--- src/common/fcsc_defines.svh ---
// Offsets, field positions, reset values and response codes of the flash cache control block
`ifndef FCSC_DEFINES_SVH
`define FCSC_DEFINES_SVH
`define FCSC_PLATFORM_CONTROL_OFS 32'h0000000C
`define FCSC_STALL_BIT            16
`define FCSC_SPEC_DIS_BIT         15
`define FCSC_DSPEC_EN_BIT         14
`define FCSC_CACHE_DIS_BIT        13
`define FCSC_ICACHE_DIS_BIT       12
`define FCSC_DCACHE_DIS_BIT       11
`define FCSC_INVAL_BIT            10
`define FCSC_CTL_RESET            6'h00
`define FCSC_RESP_OKAY            2'h0
`define FCSC_RESP_SLVERR          2'h2
`endif

--- src/common/fcsc_pkg.sv ---
// Types shared by the flash cache control block and its bench
package fcsc_pkg;
  // Stored control bits, ordered as bits 16 down to 11 of the register
  typedef struct packed {
    logic stall_on_busy_enable;
    logic speculation_disable;
    logic data_speculation_enable;
    logic cache_disable;
    logic instr_cache_disable;
    logic data_cache_disable;
  } fcsc_ctl_s;
  // Decoded enables toward the flash controller
  typedef struct packed {
    logic spec_instr;
    logic spec_data;
    logic cache_instr;
    logic cache_data;
    logic stall_enable;
  } fcsc_en_s;
  // Write channel states
  typedef enum logic [3:0] {
    FCSC_WS_IDLE = 4'h1,
    FCSC_WS_ADDR = 4'h2,
    FCSC_WS_DATA = 4'h4,
    FCSC_WS_RESP = 4'h8
  } fcsc_wstate_e;
endpackage

--- src/hdl/fcsc_ctrl.sv ---
// Flash speculation, cache and stall control register with an AXI4-Lite slave
//
// Local design decision: the AXI4-Lite register port.
`timescale 1ns/10ps
`include "fcsc_defines.svh"

// Notes on behaviour
// (RULE1) Speculation and cache configuration lives in bits 15 to 10 of the control register.
// (RULE2) After reset speculation is on for instruction fetches and off for data fetches.
// (RULE3) Unless disabled, speculation always covers instructions and covers data when enabled.
// (RULE4) The speculation disable bit turns speculation fully off regardless of data enable.
// (RULE5) After reset the cache is on and caches both instruction and data fetches.
// (RULE6) Cache disable kills the cache; otherwise each fetch kind has its own disable bit.
// (RULE7) Bit 16 set makes accesses stall while the flash is busy; clear means no stalling.
// (RULE8) Software running under a flash operation executes from another sector.
// (RULE9) Software sets bit 16 just before a flash operation and clears it afterwards.
// (RULE10) Bits 31 to 17 are reserved, read-only and read as zero.
// (RULE11) Speculation disable sits at bit 15 and data speculation enable at bit 14.
// (RULE12) Data speculation enable at zero disables and at one enables data speculation.
// (RULE13) Cache disable is bit 13, instruction caching disable 12, data caching disable 11.
// (RULE14) Writing one to bit 10 invalidates the cache, zero does nothing, it reads as zero.
// (RULE15) Only privileged writes change the register; user writes leave it unchanged.
// (RULE16) Reserved write bits are dropped and enables follow the stored bits continuously.
module fcsc_ctrl #(
  parameter int ADDR_W = 12
) (
  // Clock, reset and enable
  input  wire logic                 clk_i,
  input  wire logic                 srst_i,
  input  wire logic                 ce_i,
  // AXI4-Lite write address
  input  wire logic                 s_axi_awvalid,
  output logic                      s_axi_awready,
  input  wire logic [ADDR_W-1:0]    s_axi_awaddr,
  input  wire logic [2:0]           s_axi_awprot,
  // AXI4-Lite write data
  input  wire logic                 s_axi_wvalid,
  output logic                      s_axi_wready,
  input  wire logic [31:0]          s_axi_wdata,
  input  wire logic [3:0]           s_axi_wstrb,
  // AXI4-Lite write response
  output logic                      s_axi_bvalid,
  input  wire logic                 s_axi_bready,
  output logic [1:0]                s_axi_bresp,
  // AXI4-Lite read address
  input  wire logic                 s_axi_arvalid,
  output logic                      s_axi_arready,
  input  wire logic [ADDR_W-1:0]    s_axi_araddr,
  input  wire logic [2:0]           s_axi_arprot,
  // AXI4-Lite read data
  output logic                      s_axi_rvalid,
  input  wire logic                 s_axi_rready,
  output logic [31:0]               s_axi_rdata,
  output logic [1:0]                s_axi_rresp,
  // Flash controller side
  input  wire logic                 flash_busy_i,
  output fcsc_pkg::fcsc_en_s        fc_enables_o,
  output logic                      cache_invalidate_o,
  output logic                      fc_stall_o
);
  import fcsc_pkg::*;

  localparam logic [ADDR_W-1:0] REG_OFS = ADDR_W'(`FCSC_PLATFORM_CONTROL_OFS);

  // Address decode shared by the read and write paths
  function automatic logic fcsc_hit(input logic [ADDR_W-1:0] a);
    fcsc_hit = (a[ADDR_W-1:2] == REG_OFS[ADDR_W-1:2]);
  endfunction

  fcsc_wstate_e     wstate_r;
  fcsc_wstate_e     wstate_nxt;
  fcsc_ctl_s        ctl_r;
  fcsc_ctl_s        ctl_nxt;
  fcsc_en_s         en_nxt;
  logic [ADDR_W-1:0] awaddr_r;
  logic             awpriv_r;
  logic [31:0]      wdata_r;
  logic [3:0]       wstrb_r;
  logic             aw_fire;
  logic             w_fire;
  logic             ar_fire;
  logic             wr_go;
  logic [ADDR_W-1:0] wr_addr;
  logic             wr_priv;
  logic [31:0]      wr_data;
  logic [3:0]       wr_strb;
  logic             wr_hit;
  logic             wr_ok;
  logic             inval_nxt;
  logic [31:0]      rd_word;

  // Channel handshakes
  assign aw_fire = ce_i & s_axi_awvalid & s_axi_awready;
  assign w_fire  = ce_i & s_axi_wvalid & s_axi_wready;
  assign ar_fire = ce_i & s_axi_arvalid & s_axi_arready;

  // Write channel sequencing: address and data accepted in either order
  always_comb begin
    wstate_nxt = wstate_r;
    case (wstate_r)
      FCSC_WS_IDLE: begin
        if (aw_fire && w_fire) begin
          wstate_nxt = FCSC_WS_RESP;
        end else if (aw_fire) begin
          wstate_nxt = FCSC_WS_ADDR;
        end else if (w_fire) begin
          wstate_nxt = FCSC_WS_DATA;
        end
      end
      FCSC_WS_ADDR: begin
        if (w_fire) begin
          wstate_nxt = FCSC_WS_RESP;
        end
      end
      FCSC_WS_DATA: begin
        if (aw_fire) begin
          wstate_nxt = FCSC_WS_RESP;
        end
      end
      FCSC_WS_RESP: begin
        if (ce_i && s_axi_bready) begin
          wstate_nxt = FCSC_WS_IDLE;
        end
      end
      default: begin
        wstate_nxt = FCSC_WS_IDLE;
      end
    endcase
  end

  // Write is committed on the edge where both halves are held
  assign wr_go   = (wstate_r != FCSC_WS_RESP) && (wstate_nxt == FCSC_WS_RESP);
  assign wr_addr = aw_fire ? s_axi_awaddr : awaddr_r;
  assign wr_priv = aw_fire ? s_axi_awprot[0] : awpriv_r;
  assign wr_data = w_fire ? s_axi_wdata : wdata_r;
  assign wr_strb = w_fire ? s_axi_wstrb : wstrb_r;
  assign wr_hit  = fcsc_hit(wr_addr);
  assign wr_ok   = wr_go & wr_hit & wr_priv; // RULE15

  // Field merge honouring byte strobes; reserved write bits are dropped
  assign ctl_nxt.stall_on_busy_enable =
    (wr_ok && wr_strb[2]) ? wr_data[`FCSC_STALL_BIT] : ctl_r.stall_on_busy_enable; // RULE7
  assign ctl_nxt.speculation_disable =
    (wr_ok && wr_strb[1]) ? wr_data[`FCSC_SPEC_DIS_BIT] : ctl_r.speculation_disable; // RULE11
  assign ctl_nxt.data_speculation_enable =
    (wr_ok && wr_strb[1]) ? wr_data[`FCSC_DSPEC_EN_BIT] : ctl_r.data_speculation_enable;
  assign ctl_nxt.cache_disable =
    (wr_ok && wr_strb[1]) ? wr_data[`FCSC_CACHE_DIS_BIT] : ctl_r.cache_disable; // RULE13
  assign ctl_nxt.instr_cache_disable =
    (wr_ok && wr_strb[1]) ? wr_data[`FCSC_ICACHE_DIS_BIT] : ctl_r.instr_cache_disable;
  assign ctl_nxt.data_cache_disable =
    (wr_ok && wr_strb[1]) ? wr_data[`FCSC_DCACHE_DIS_BIT] : ctl_r.data_cache_disable;
  assign inval_nxt = wr_ok & wr_strb[1] & wr_data[`FCSC_INVAL_BIT]; // RULE14

  // Decoded enables from the next stored value, so outputs track the register
  assign en_nxt.spec_instr   = ~ctl_nxt.speculation_disable; // RULE3 RULE4
  assign en_nxt.spec_data    = ~ctl_nxt.speculation_disable
                               & ctl_nxt.data_speculation_enable; // RULE12
  assign en_nxt.cache_instr  = ~ctl_nxt.cache_disable & ~ctl_nxt.instr_cache_disable; // RULE6
  assign en_nxt.cache_data   = ~ctl_nxt.cache_disable & ~ctl_nxt.data_cache_disable; // RULE6
  assign en_nxt.stall_enable = ctl_nxt.stall_on_busy_enable; // RULE16

  // Read word: reserved bits and the invalidate bit read as zero
  assign rd_word = {15'h0000, ctl_r, 1'b0, 10'h000}; // RULE1 RULE10

  // Control register and flash-side outputs
  always_ff @(posedge clk_i) begin
    if (srst_i) begin
      ctl_r              <= `FCSC_CTL_RESET; // RULE2 RULE5
      // Instruction speculation and both cache kinds on, data speculation and stall off
      fc_enables_o       <= fcsc_en_s'(5'h16); // RULE2 RULE5
      cache_invalidate_o <= 1'b0;
      fc_stall_o         <= 1'b0;
    end else if (ce_i) begin
      ctl_r              <= ctl_nxt;
      fc_enables_o       <= en_nxt;
      cache_invalidate_o <= inval_nxt;
      fc_stall_o         <= ctl_r.stall_on_busy_enable & flash_busy_i; // RULE7
    end
  end

  // Write channel registers
  always_ff @(posedge clk_i) begin
    if (srst_i) begin
      wstate_r      <= FCSC_WS_IDLE;
      awaddr_r      <= '0;
      awpriv_r      <= 1'b0;
      wdata_r       <= 32'h00000000;
      wstrb_r       <= 4'h0;
      s_axi_awready <= 1'b1;
      s_axi_wready  <= 1'b1;
      s_axi_bvalid  <= 1'b0;
      s_axi_bresp   <= `FCSC_RESP_OKAY;
    end else if (ce_i) begin
      wstate_r      <= wstate_nxt;
      awaddr_r      <= wr_addr;
      awpriv_r      <= wr_priv;
      wdata_r       <= wr_data;
      wstrb_r       <= wr_strb;
      s_axi_awready <= (wstate_nxt == FCSC_WS_IDLE) || (wstate_nxt == FCSC_WS_DATA);
      s_axi_wready  <= (wstate_nxt == FCSC_WS_IDLE) || (wstate_nxt == FCSC_WS_ADDR);
      s_axi_bvalid  <= (wstate_nxt == FCSC_WS_RESP);
      if (wr_go) begin
        s_axi_bresp <= wr_hit ? `FCSC_RESP_OKAY : `FCSC_RESP_SLVERR;
      end
    end
  end

  // Read channel: one outstanding read, answered the cycle after acceptance
  always_ff @(posedge clk_i) begin
    if (srst_i) begin
      s_axi_arready <= 1'b1;
      s_axi_rvalid  <= 1'b0;
      s_axi_rdata   <= 32'h00000000;
      s_axi_rresp   <= `FCSC_RESP_OKAY;
    end else if (ce_i) begin
      if (ar_fire) begin
        s_axi_arready <= 1'b0;
        s_axi_rvalid  <= 1'b1;
        s_axi_rdata   <= fcsc_hit(s_axi_araddr) ? rd_word : 32'h00000000;
        s_axi_rresp   <= fcsc_hit(s_axi_araddr) ? `FCSC_RESP_OKAY : `FCSC_RESP_SLVERR;
      end else if (s_axi_rvalid && s_axi_rready) begin
        s_axi_arready <= 1'b1;
        s_axi_rvalid  <= 1'b0;
      end
    end
  end

  // Checks of the stored configuration, its decoded enables, the stall and invalidate outputs and the read channel
  property p_reset_spec;
    @(posedge clk_i) srst_i |=> fc_enables_o.spec_instr && !fc_enables_o.spec_data;
  endproperty
  a_reset_spec: assert property (p_reset_spec) else $error("speculation reset state wrong"); // RULE2

  property p_reset_cache;
    @(posedge clk_i) srst_i |=> fc_enables_o.cache_instr && fc_enables_o.cache_data;
  endproperty
  a_reset_cache: assert property (p_reset_cache) else $error("cache reset state wrong"); // RULE5

  property p_spec_off;
    @(posedge clk_i) disable iff (srst_i)
      ctl_r.speculation_disable |-> !fc_enables_o.spec_instr && !fc_enables_o.spec_data;
  endproperty
  a_spec_off: assert property (p_spec_off) else $error("speculation not off"); // RULE4

  property p_spec_on;
    @(posedge clk_i) disable iff (srst_i)
      !ctl_r.speculation_disable |->
        fc_enables_o.spec_instr && (fc_enables_o.spec_data == ctl_r.data_speculation_enable);
  endproperty
  a_spec_on: assert property (p_spec_on) else $error("speculation enables wrong"); // RULE3

  property p_cache_map;
    @(posedge clk_i) disable iff (srst_i)
      (fc_enables_o.cache_instr == !(ctl_r.cache_disable || ctl_r.instr_cache_disable))
      && (fc_enables_o.cache_data == !(ctl_r.cache_disable || ctl_r.data_cache_disable));
  endproperty
  a_cache_map: assert property (p_cache_map) else $error("cache enables wrong"); // RULE6

  property p_stall;
    @(posedge clk_i) disable iff (srst_i)
      ce_i |=> (fc_stall_o == ($past(ctl_r.stall_on_busy_enable) && $past(flash_busy_i)));
  endproperty
  a_stall: assert property (p_stall) else $error("stall output wrong"); // RULE7

  property p_user_write;
    @(posedge clk_i) disable iff (srst_i)
      (wr_go && !wr_priv) |=> $stable(ctl_r) && !cache_invalidate_o;
  endproperty
  a_user_write: assert property (p_user_write) else $error("user write took effect"); // RULE15

  property p_inval;
    @(posedge clk_i) disable iff (srst_i)
      (ce_i && wr_go && wr_hit && wr_priv && wr_strb[1] && wr_data[`FCSC_INVAL_BIT])
        |=> cache_invalidate_o
        ##1 (!cache_invalidate_o || $past(inval_nxt) || !$past(ce_i));
  endproperty
  a_inval: assert property (p_inval) else $error("invalidate pulse wrong"); // RULE14

  property p_read_zero;
    @(posedge clk_i) disable iff (srst_i)
      s_axi_rvalid |-> (s_axi_rdata[31:17] == 15'h0000) && !s_axi_rdata[`FCSC_INVAL_BIT];
  endproperty
  a_read_zero: assert property (p_read_zero) else $error("reserved read bits set"); // RULE10

  property p_read_latency;
    @(posedge clk_i) disable iff (srst_i)
      ar_fire |=> s_axi_rvalid ##0 !s_axi_arready;
  endproperty
  a_read_latency: assert property (p_read_latency) else $error("read answer late");

  // Stall enable output mirrors the stored bit at all times
  property p_stall_map;
    @(posedge clk_i) disable iff (srst_i)
      fc_enables_o.stall_enable == ctl_r.stall_on_busy_enable;
  endproperty
  a_stall_map: assert property (p_stall_map) else $error("stall enable wrong"); // RULE16

  // A committed write answers next cycle and blocks both write channels
  property p_write_resp;
    @(posedge clk_i) disable iff (srst_i)
      wr_go |=> s_axi_bvalid && !s_axi_awready && !s_axi_wready;
  endproperty
  a_write_resp: assert property (p_write_resp) else $error("write answer wrong");

  // Main scenarios
  c_write_ctl: cover property (@(posedge clk_i) disable iff (srst_i) wr_ok ##1 s_axi_bvalid);
  c_invalidate: cover property (@(posedge clk_i) disable iff (srst_i) cache_invalidate_o);
  c_stall: cover property (@(posedge clk_i) disable iff (srst_i) fc_stall_o);
  c_user_write: cover property (@(posedge clk_i) disable iff (srst_i) wr_go && !wr_priv);
  c_spec_data: cover property (@(posedge clk_i) disable iff (srst_i) fc_enables_o.spec_data);

endmodule

--- config.mk ---
export PLATFORM = sky130hd
export DESIGN_NAME = fcsc_ctrl
export DESIGN_NICKNAME = d
export VERILOG_FILES = /design/src/common/fcsc_pkg.sv /design/src/hdl/fcsc_ctrl.sv
export VERILOG_INCLUDE_DIRS = /design/src /design/src/common
export SDC_FILE = /design/constraint.sdc
export NUM_CORES = 1
export LEC_CHECK = 0
export ABC_AREA = 1
export BUFFER_PORTS_ARGS = -buffer_cell sky130_fd_sc_hd__buf_2
export CORE_ASPECT_RATIO = 0.75
export CORE_MARGIN = 8
export CORE_UTILIZATION = 49
export DETAILED_ROUTE_END_ITERATION = 10
export PLACE_DENSITY = 0.85
export SLEW_MARGIN = 20
export SYNTH_ARGS = -nofsm -noshare
export SYNTH_HDL_FRONTEND = slang
export SYNTH_SLANG_ARGS = --single-unit
--- constraint.sdc ---
create_clock -name clk_i -period 4.2 [get_ports clk_i]
set_input_delay 1.05 -clock clk_i [delete_from_list [all_inputs] [get_ports clk_i]]
set_output_delay 1.05 -clock clk_i [all_outputs]
set_load 0.03 [all_outputs]
==> results of run 1 <==
## power by group through the flow
stage	logic [mW]	clock network (mW)	registers, mW
after floorplan	0.148	0	0.518
after global placement	0.175	0	0.508
after detailed placement	0.178	0	0.509
after CTS	0.180	0.277	0.498
after global routing	0.203	0.296	0.501
final	0.181	0.269	0.498
## Yosys cell counts, drive strengths merged
| cell | n | area [µm²] |
|---|---|---|
| nand2 | 71 | 267 |
| nor2 | 54 | 215 |
| dfxtp | 49 | 981 |
| inv | 39 | 146 |
| buf | 37 | 270 |
| a21oi | 24 | 124 |
| nand3 | 16 | 108 |
| nand4 | 16 | 100 |
| o21ai | 15 | 78.8 |
| clkbuf | 6 | 22.5 |
| mux2i | 5 | 50.1 |
| o211ai | 4 | 30.0 |
| or2 | 4 | 25.0 |
| a211oi | 2 | 15.0 |
| nor3 | 2 | 10.0 |
| conb | 1 | 3.75 |
| nor4 | 1 | 6.26 |
| o21a | 1 | 7.51 |
## registers in the layout (all words and copies together) (netlist names), 2 cells and up, named ones only
name,flops
awaddr_r,10
ctl_r,4
fc_enables_o,4
s_axi_rdata,6
wdata_r,7
wstate_r,4
wstrb_r,2
## worst max path at each step
| stage | start | endpoint | slack [ns] | cells past startpoint |
|---|---|---|---|---|
| 2_1_floorplan | ce_i | fc_enables_o[3]$_SDFFE_PP0P_ | 1.79 | 13 |
| 3_3_place_gp | s_axi_awvalid | fc_enables_o[2]$_SDFFE_PP1P_ | 1.33 | 10 |
| 3_5_place_dp | s_axi_awvalid | fc_enables_o[1]$_SDFFE_PP1P_ | 1.30 | 10 |
| 4_1_cts | s_axi_awvalid | fc_enables_o[1]$_SDFFE_PP1P_ | 1.63 | 10 |
| 5_1_grt | s_axi_awvalid | fc_enables_o[3]$_SDFFE_PP0P_ | 1.41 | 12 |
| 6_report | s_axi_awvalid | fc_enables_o[2]$_SDFFE_PP1P_ | 1.62 | 10 |
## routing by layer
metal  up-vias  wire, µm
li1       1149         -
met1       983      2360
met2        74      2630
met3         6       462
met4         0        54
met5         -         0
## layout make-up
type / count / area [µm²]
fill: 471 / 2140
multi-input combinational: 243 / 1140
sequential: 49 / 981
timing repair buffer: 59 / 298
inverter: 39 / 146
tap: 60 / 75.1
clock buffer: 5 / 68.8
clock inverter: 3 / 17.5
## cell families (layout without fill, tap and decap cells)
group	count (synthesis)	count (layout)	share of synthesized area
AO/OA/AOI/OAI	46	46	0.104
buffers and inverters	82	106	0.179
flip-flops	49	49	0.399
multiplexers	5	5	0.0203
other	1	28	0.00152
AND/OR/NAND/NOR	164	164	0.297
## critical path: stages
cell and delay [ns]:
buf_2 0.22, nand3_4 0.27, inv_1 0.19, nand3_1 0.14
a21oi_1 0.27, nand4_1 0.24, nor2_1 0.20, a21oi_1 0.08
nand3_1 0.07, nand2_1 0.05
## metrics by stage
stage / hold WS [ns] / instance area, µm² / cells / setup slack [ns] / util
floorplan: 0.441 / 2560 / 374 / 1.79 / -
global placement: 0.448 / 2640 / 450 / 1.33 / 0.542
detailed placement: 0.452 / 2640 / 450 / 1.30 / 0.542
CTS: 0.465 / 2730 / 458 / 1.63 / 0.560
global route: 0.487 / 2730 / 458 / 1.41 / 0.560
finish: 0.467 / 2730 / 458 / 1.62 / 0.560
==> impl_metrics.env, run 1 <==
export IMPL_postCtsResizedCells=0
export IMPL_pwr_share_seq=0.525
export IMPL_power_frac_comb=0.191
export IMPL_ioPinCount=123
export IMPL_drt_total_wl_mm=5.51
export IMPL_setup_viol=0
export IMPL_hold_buffers=0
export IMPL_rr_worst_depth=9
export IMPL_synth_cell_types=29
export IMPL_finalSetupTns_ns=0
export IMPL_power_density_nw_per_um2=348
export IMPL_areaGrowthSynthToFinish_pct=10.9
export IMPL_portBuffers=58
export IMPL_clock_path_buffers=2
export IMPL_syn_mean_instance_area_um2=7.09
export IMPL_drt_iter0_markers=122
export IMPL_ys_warn_count=0
export IMPL_hold_viol=0
export IMPL_critPathArrivalTime_ns=2.79
export IMPL_met2_usage=0.251
export IMPL_hold_path_class="reg -> reg"
export IMPL_cts_htree_levels=2
export IMPL_synth_area_um2=2460
export IMPL_fin_crit_sh=0.615
export IMPL_first_pass_iters=4
export IMPL_drcViolationCount=0
export IMPL_ant_nets=0
export IMPL_die_w_um=97.8
export IMPL_finish_net_count=472
export IMPL_antenna_found_initial=0
export IMPL_wl_per_cell_um=12.0
export IMPL_syn_inst=347
export IMPL_critical_path_max_fanout=26
export IMPL_min_from="s_axi_rdata[16]$_SDFFE_PP0P_"
export IMPL_initial_utilization=0.505
export IMPL_whs_path_depth=2
export IMPL_rows=22
export IMPL_cts_tree="yes"
export IMPL_period_needed_ns=2.58
export IMPL_first_global_vias=2102
export IMPL_r2r_end="fc_enables_o[2]$_SDFFE_PP1P_"
export IMPL_dieArea_um2=7570
export IMPL_timing_fmax_mhz=387
export IMPL_mostFrequentLayoutCell="nand2_1"
export IMPL_grt_pass1_wl_mm=9.19
export IMPL_diodes=0
export IMPL_hpwlAfterDp_mm=4.28
export IMPL_finalPower_uw=948
export IMPL_clkPwrFrac=0.284
export IMPL_r2r_setup_slack_ns=1.88
export IMPL_switchingPower_uw=296
export IMPL_fin_skew_ns=0.00891
export IMPL_rsz0062_at_grt="no"
export IMPL_num_vias=2212
export IMPL_power_switching_share=0.312
export IMPL_grt_max_degree=45
export IMPL_max_vdd_ir_drop_mv=0.214
export IMPL_layout_common_cells="nand2_1, buf_2, nor2_1, dfxtp_1, inv_1"
export IMPL_grt_busiest_layer="met2"
export IMPL_core_um2=4870
export IMPL_cts_sink_count=49
export IMPL_cts_buffers=5
export IMPL_grt_usage=0.145
export IMPL_synth_seq_cells=49
export IMPL_status="complete, no violations"
export IMPL_grtUsageMet3=0.0517
export IMPL_cts_clk_slew_worst_paths_ns=0.09
export IMPL_clock_root_buffer="clkbuf_8"
export IMPL_worst_setup_path_start_kind="input pin"
export IMPL_p_leak_nw=1.41
export IMPL_drv_slew=0
export IMPL_groute_layer_met1_usage=0.164
export IMPL_clk_latency_ns=0.30
export IMPL_min_to="s_axi_rdata[16]$_SDFFE_PP0P_"
export IMPL_final_layout_size_suffix_gt1_frac=0.198
export IMPL_vias_per_cell=4.83
export IMPL_end_kind="flip-flop"
export IMPL_r2r_start="s_axi_awready$_SDFFE_PP1P_"
export IMPL_p_int_uw=652
export IMPL_gr_total_overflow=0
export IMPL_cap_violations=0
export IMPL_cts_setup_buffers=0
export IMPL_tightest_slew_ns=0.763
export IMPL_required_ns=4.40
export IMPL_relSlewSlack=0.491
export IMPL_critical_path_class="in -> reg"
export IMPL_seq_area_frac_synth=0.399
export IMPL_die_y_um=77.4
export IMPL_gp_congestion=0.801
Note: power is estimated with default switching activity, not from simulation.
==> run 2, diff against run 1 <==
--- a/config.mk
+++ b/config.mk
@@ -6,13 +6,13 @@
 export SDC_FILE = /design/constraint.sdc
 export NUM_CORES = 1
 export LEC_CHECK = 0
-export ABC_AREA = 1
+export ABC_AREA = 0
 export BUFFER_PORTS_ARGS = -buffer_cell sky130_fd_sc_hd__buf_2
 export CORE_ASPECT_RATIO = 0.75
 export CORE_MARGIN = 8
-export CORE_UTILIZATION = 49
+export CORE_UTILIZATION = 46
 export DETAILED_ROUTE_END_ITERATION = 10
-export PLACE_DENSITY = 0.85
+export PLACE_DENSITY = 0.8
 export SLEW_MARGIN = 20
 export SYNTH_ARGS = -nofsm -noshare
 export SYNTH_HDL_FRONTEND = slang
==> constraint.sdc (replaced) <==
create_clock -name clk_i -period 2.5 [get_ports clk_i]
set_input_delay 0.625 -clock clk_i [delete_from_list [all_inputs] [get_ports clk_i]]
set_output_delay 0.625 -clock clk_i [all_outputs]
set_load 0.03 [all_outputs]
==> impl_metrics.env, run 2 <==
export IMPL_status="complete, no violations"
export IMPL_synth_async_sr_flop_share=0
export IMPL_first_global_vias=1958
export IMPL_cts_setup_buffers=0
export IMPL_ant_nets=0
export IMPL_gr_total_overflow=0
export IMPL_drv_slew=0
export IMPL_critical_path_max_fanout=10
export IMPL_clock_path_buffers=2
export IMPL_synth_compound_gate_area_share=0.155
export IMPL_dieArea_um2=8030
export IMPL_whs_path_depth=2
export IMPL_largest_reg_flops=10
export IMPL_hold_buffers=0
export IMPL_met2_usage=0.218
export IMPL_max_vdd_ir_drop_mv=0.382
export IMPL_hold_viol=0
export IMPL_muxShareOfSynthArea=0.0741
export IMPL_first_pass_iters=4
export IMPL_gp_congestion=0.823
export IMPL_synth_common_cells="dfxtp_1, nand2_1, buf_4"
export IMPL_postCtsResizedCells=0
export IMPL_grtUsageMet3=0.0514
export IMPL_initial_utilization=0.472
export IMPL_synth_simple_gate_area_share=0.244
export IMPL_grt_usage=0.139
export IMPL_yosysMostFrequentCell="dfxtp_1"
export IMPL_finalSetupTns_ns=0
export IMPL_slowest_stage="o21ai_1"
export IMPL_portBuffers=58
export IMPL_cts_buffers=5
export IMPL_cts_tree="yes"
export IMPL_grt_pass1_wl_mm=9.13
export IMPL_cpPeakStageDelay_ns=0.36
export IMPL_rr_worst_depth=5
export IMPL_synth_edff_count=0
export IMPL_wl_per_cell_um=13.4
export IMPL_ioPinCount=123
export IMPL_final_layout_size_suffix_gt1_frac=0.256
export IMPL_clk_latency_ns=0.30
export IMPL_synth_top_cell_area_share=0.395
export IMPL_period_needed_ns=2.02
export IMPL_synth_top_family_by_area="simple AND/OR/NAND/NOR gates"
export IMPL_die_w_um=101
export IMPL_synth_area_leaders="dfxtp_1, buf_4, nand2_1"
export IMPL_synth_seq_cells=49
export IMPL_syn_inst=293
export IMPL_cts_sink_count=49
export IMPL_layout_common_cells="buf_2, dfxtp_1, nand2_1, conb_1, a21oi_1"
export IMPL_fin_crit_sh=0.808
export IMPL_groute_layer_met1_usage=0.172
export IMPL_drt_iter0_markers=139
export IMPL_drt_total_wl_mm=5.66
export IMPL_worst_hold_slack_ns=0.457
export IMPL_rows=23
export IMPL_ys_flop_type="dfxtp_1"
export IMPL_drcViolationCount=0
export IMPL_tightest_slew_ns=0.869
export IMPL_power_density_nw_per_um2=584
export IMPL_clock_root_buffer="clkbuf_8"
export IMPL_relSlewSlack=0.421
export IMPL_rsz0062_at_grt="no"
export IMPL_seq_area_frac_synth=0.395
export IMPL_p_leak_nw=1.21
export IMPL_antenna_found_initial=1
export IMPL_end_kind="flip-flop"
export IMPL_synth_area_um2=2480
export IMPL_core_um2=5270
export IMPL_critical_path_class="in -> reg"
export IMPL_crit_chain="buf_2, and3_1, nand2_1, o21ai_1, nand3_4, mux2_4"
export IMPL_num_vias=2125
export IMPL_reg_largest_list="awaddr_r: 10 flops, wdata_r: 7 flops, s_axi_rdata: 6 flops"
export IMPL_mostFrequentLayoutCell="buf_2"
export IMPL_cts_htree_levels=2
export IMPL_grt_busiest_layer="met2"
export IMPL_synth_fa_ha_area_frac=0
export IMPL_yosys_area_top_type="dfxtp_1"
export IMPL_areaGrowthSynthToFinish_pct=14.3
export IMPL_critPathArrivalTime_ns=2.21
export IMPL_ys_warn_count=0
export IMPL_diodes=0
export IMPL_hpwlAfterDp_mm=4.34
export IMPL_setup_viol=0
export IMPL_cap_violations=0
export IMPL_syn_mean_instance_area_um2=8.48
export IMPL_die_y_um=79.6
export IMPL_vias_per_cell=5.04
export IMPL_grt_max_degree=51
export IMPL_cts_clk_slew_worst_paths_ns=0.09
export IMPL_worst_setup_path_start_kind="input pin"
export IMPL_synth_cell_types=49
export IMPL_fin_skew_ns=0.00945
export IMPL_synth_xor_area_frac=0.00353
export IMPL_finish_net_count=421
export IMPL_timing_fmax_mhz=495
export IMPL_required_ns=2.69
export IMPL_regMostFlops="awaddr_r"
export IMPL_hold_path_class="reg -> reg"
run 2: cell count changes in the layout (fill, tap and decap cells not counted), moves of 4 or more:
cell      previous run  this run
nor2_1              51        22
nand4_1             16         1
and3_1               0         4
nor2b_1              0         8
mux2_4               0         6
o211ai_1             4         0
nand2_1             71        44
a22oi_1              0         6
buf_4                1         7
o21ai_0             12         6
nand3_1             12         8
inv_1               39         3
run 2: where the power goes:
| part | internal [mW] | total [mW] | switching, mW | leakage [nW] |
|---|---|---|---|---|
| combinational | 0.0851 | 0.260 | 0.175 | 0.759 |
| clock | 0.300 | 0.566 | 0.267 | 0.0543 |
| sequential | 0.807 | 0.831 | 0.0238 | 0.399 |
run 2: worst paths after layout:
check,from,endpoint,slack (ns)
hold reg to reg,awaddr_r[2]$_SDFFE_PP0P_,awaddr_r[2]$_SDFFE_PP0P_,0.46
setup reg to reg,s_axi_awready$_SDFFE_PP1P_,fc_enables_o[3]$_SDFFE_PP0P_,0.51
hold / removal,awaddr_r[2]$_SDFFE_PP0P_,awaddr_r[2]$_SDFFE_PP0P_,0.46
setup / recovery,ce_i,fc_enables_o[3]$_SDFFE_PP0P_,0.48
run 2: area by class of cell:
class | count | area (µm²)
clock inverters | 3 | 46.3
flip-flops and latches | 49 | 981
inverters | 4 | 15.0
repair buffers | 65 | 343
clock buffers | 5 | 68.8
multi-input cells | 221 | 1290
fillers | 505 | 2430
well taps | 75 | 93.8
run 2: per-stage QoR:
stage,instance area [µm²],worst slack (ns),utilization,power (mW),instances
6_report,2840,0.479,0.539,1.66,422
5_1_grt,2840,0.415,0.539,1.74,422
4_1_cts,2840,0.496,0.539,1.67,422
3_5_place_dp,2720,0.176,0.517,1.11,414
3_3_place_gp,2720,0.291,0.517,1.10,414
2_1_floorplan,2580,0.526,-,1.06,320
run 2: cell families after synthesis:
logic type,Yosys count
and+or+nand+nor,117
AOI/OAI and AO/OA,60
buffers and inverters,50
DFF,49
muxes,15
xor gates and xnor gates,1
other,1
run 2: metal layers:
metal / vias up / wire length, µm
li1: 1065 / -
met1: 982 / 2640
met2: 72 / 2450
met3: 4 / 523
met4: 2 / 28
met5: - / 13
run 2: worst max-delay path, delay by kind of cell:
| kind | cells | cell delay, ns |
|---|---|---|
| muxes | 1 | 0.36 |
| buffers and inverters | 1 | 0.17 |
| AOI/OAI and AO/OA | 1 | 0.36 |
| and+or+nand+nor | 3 | 0.68 |
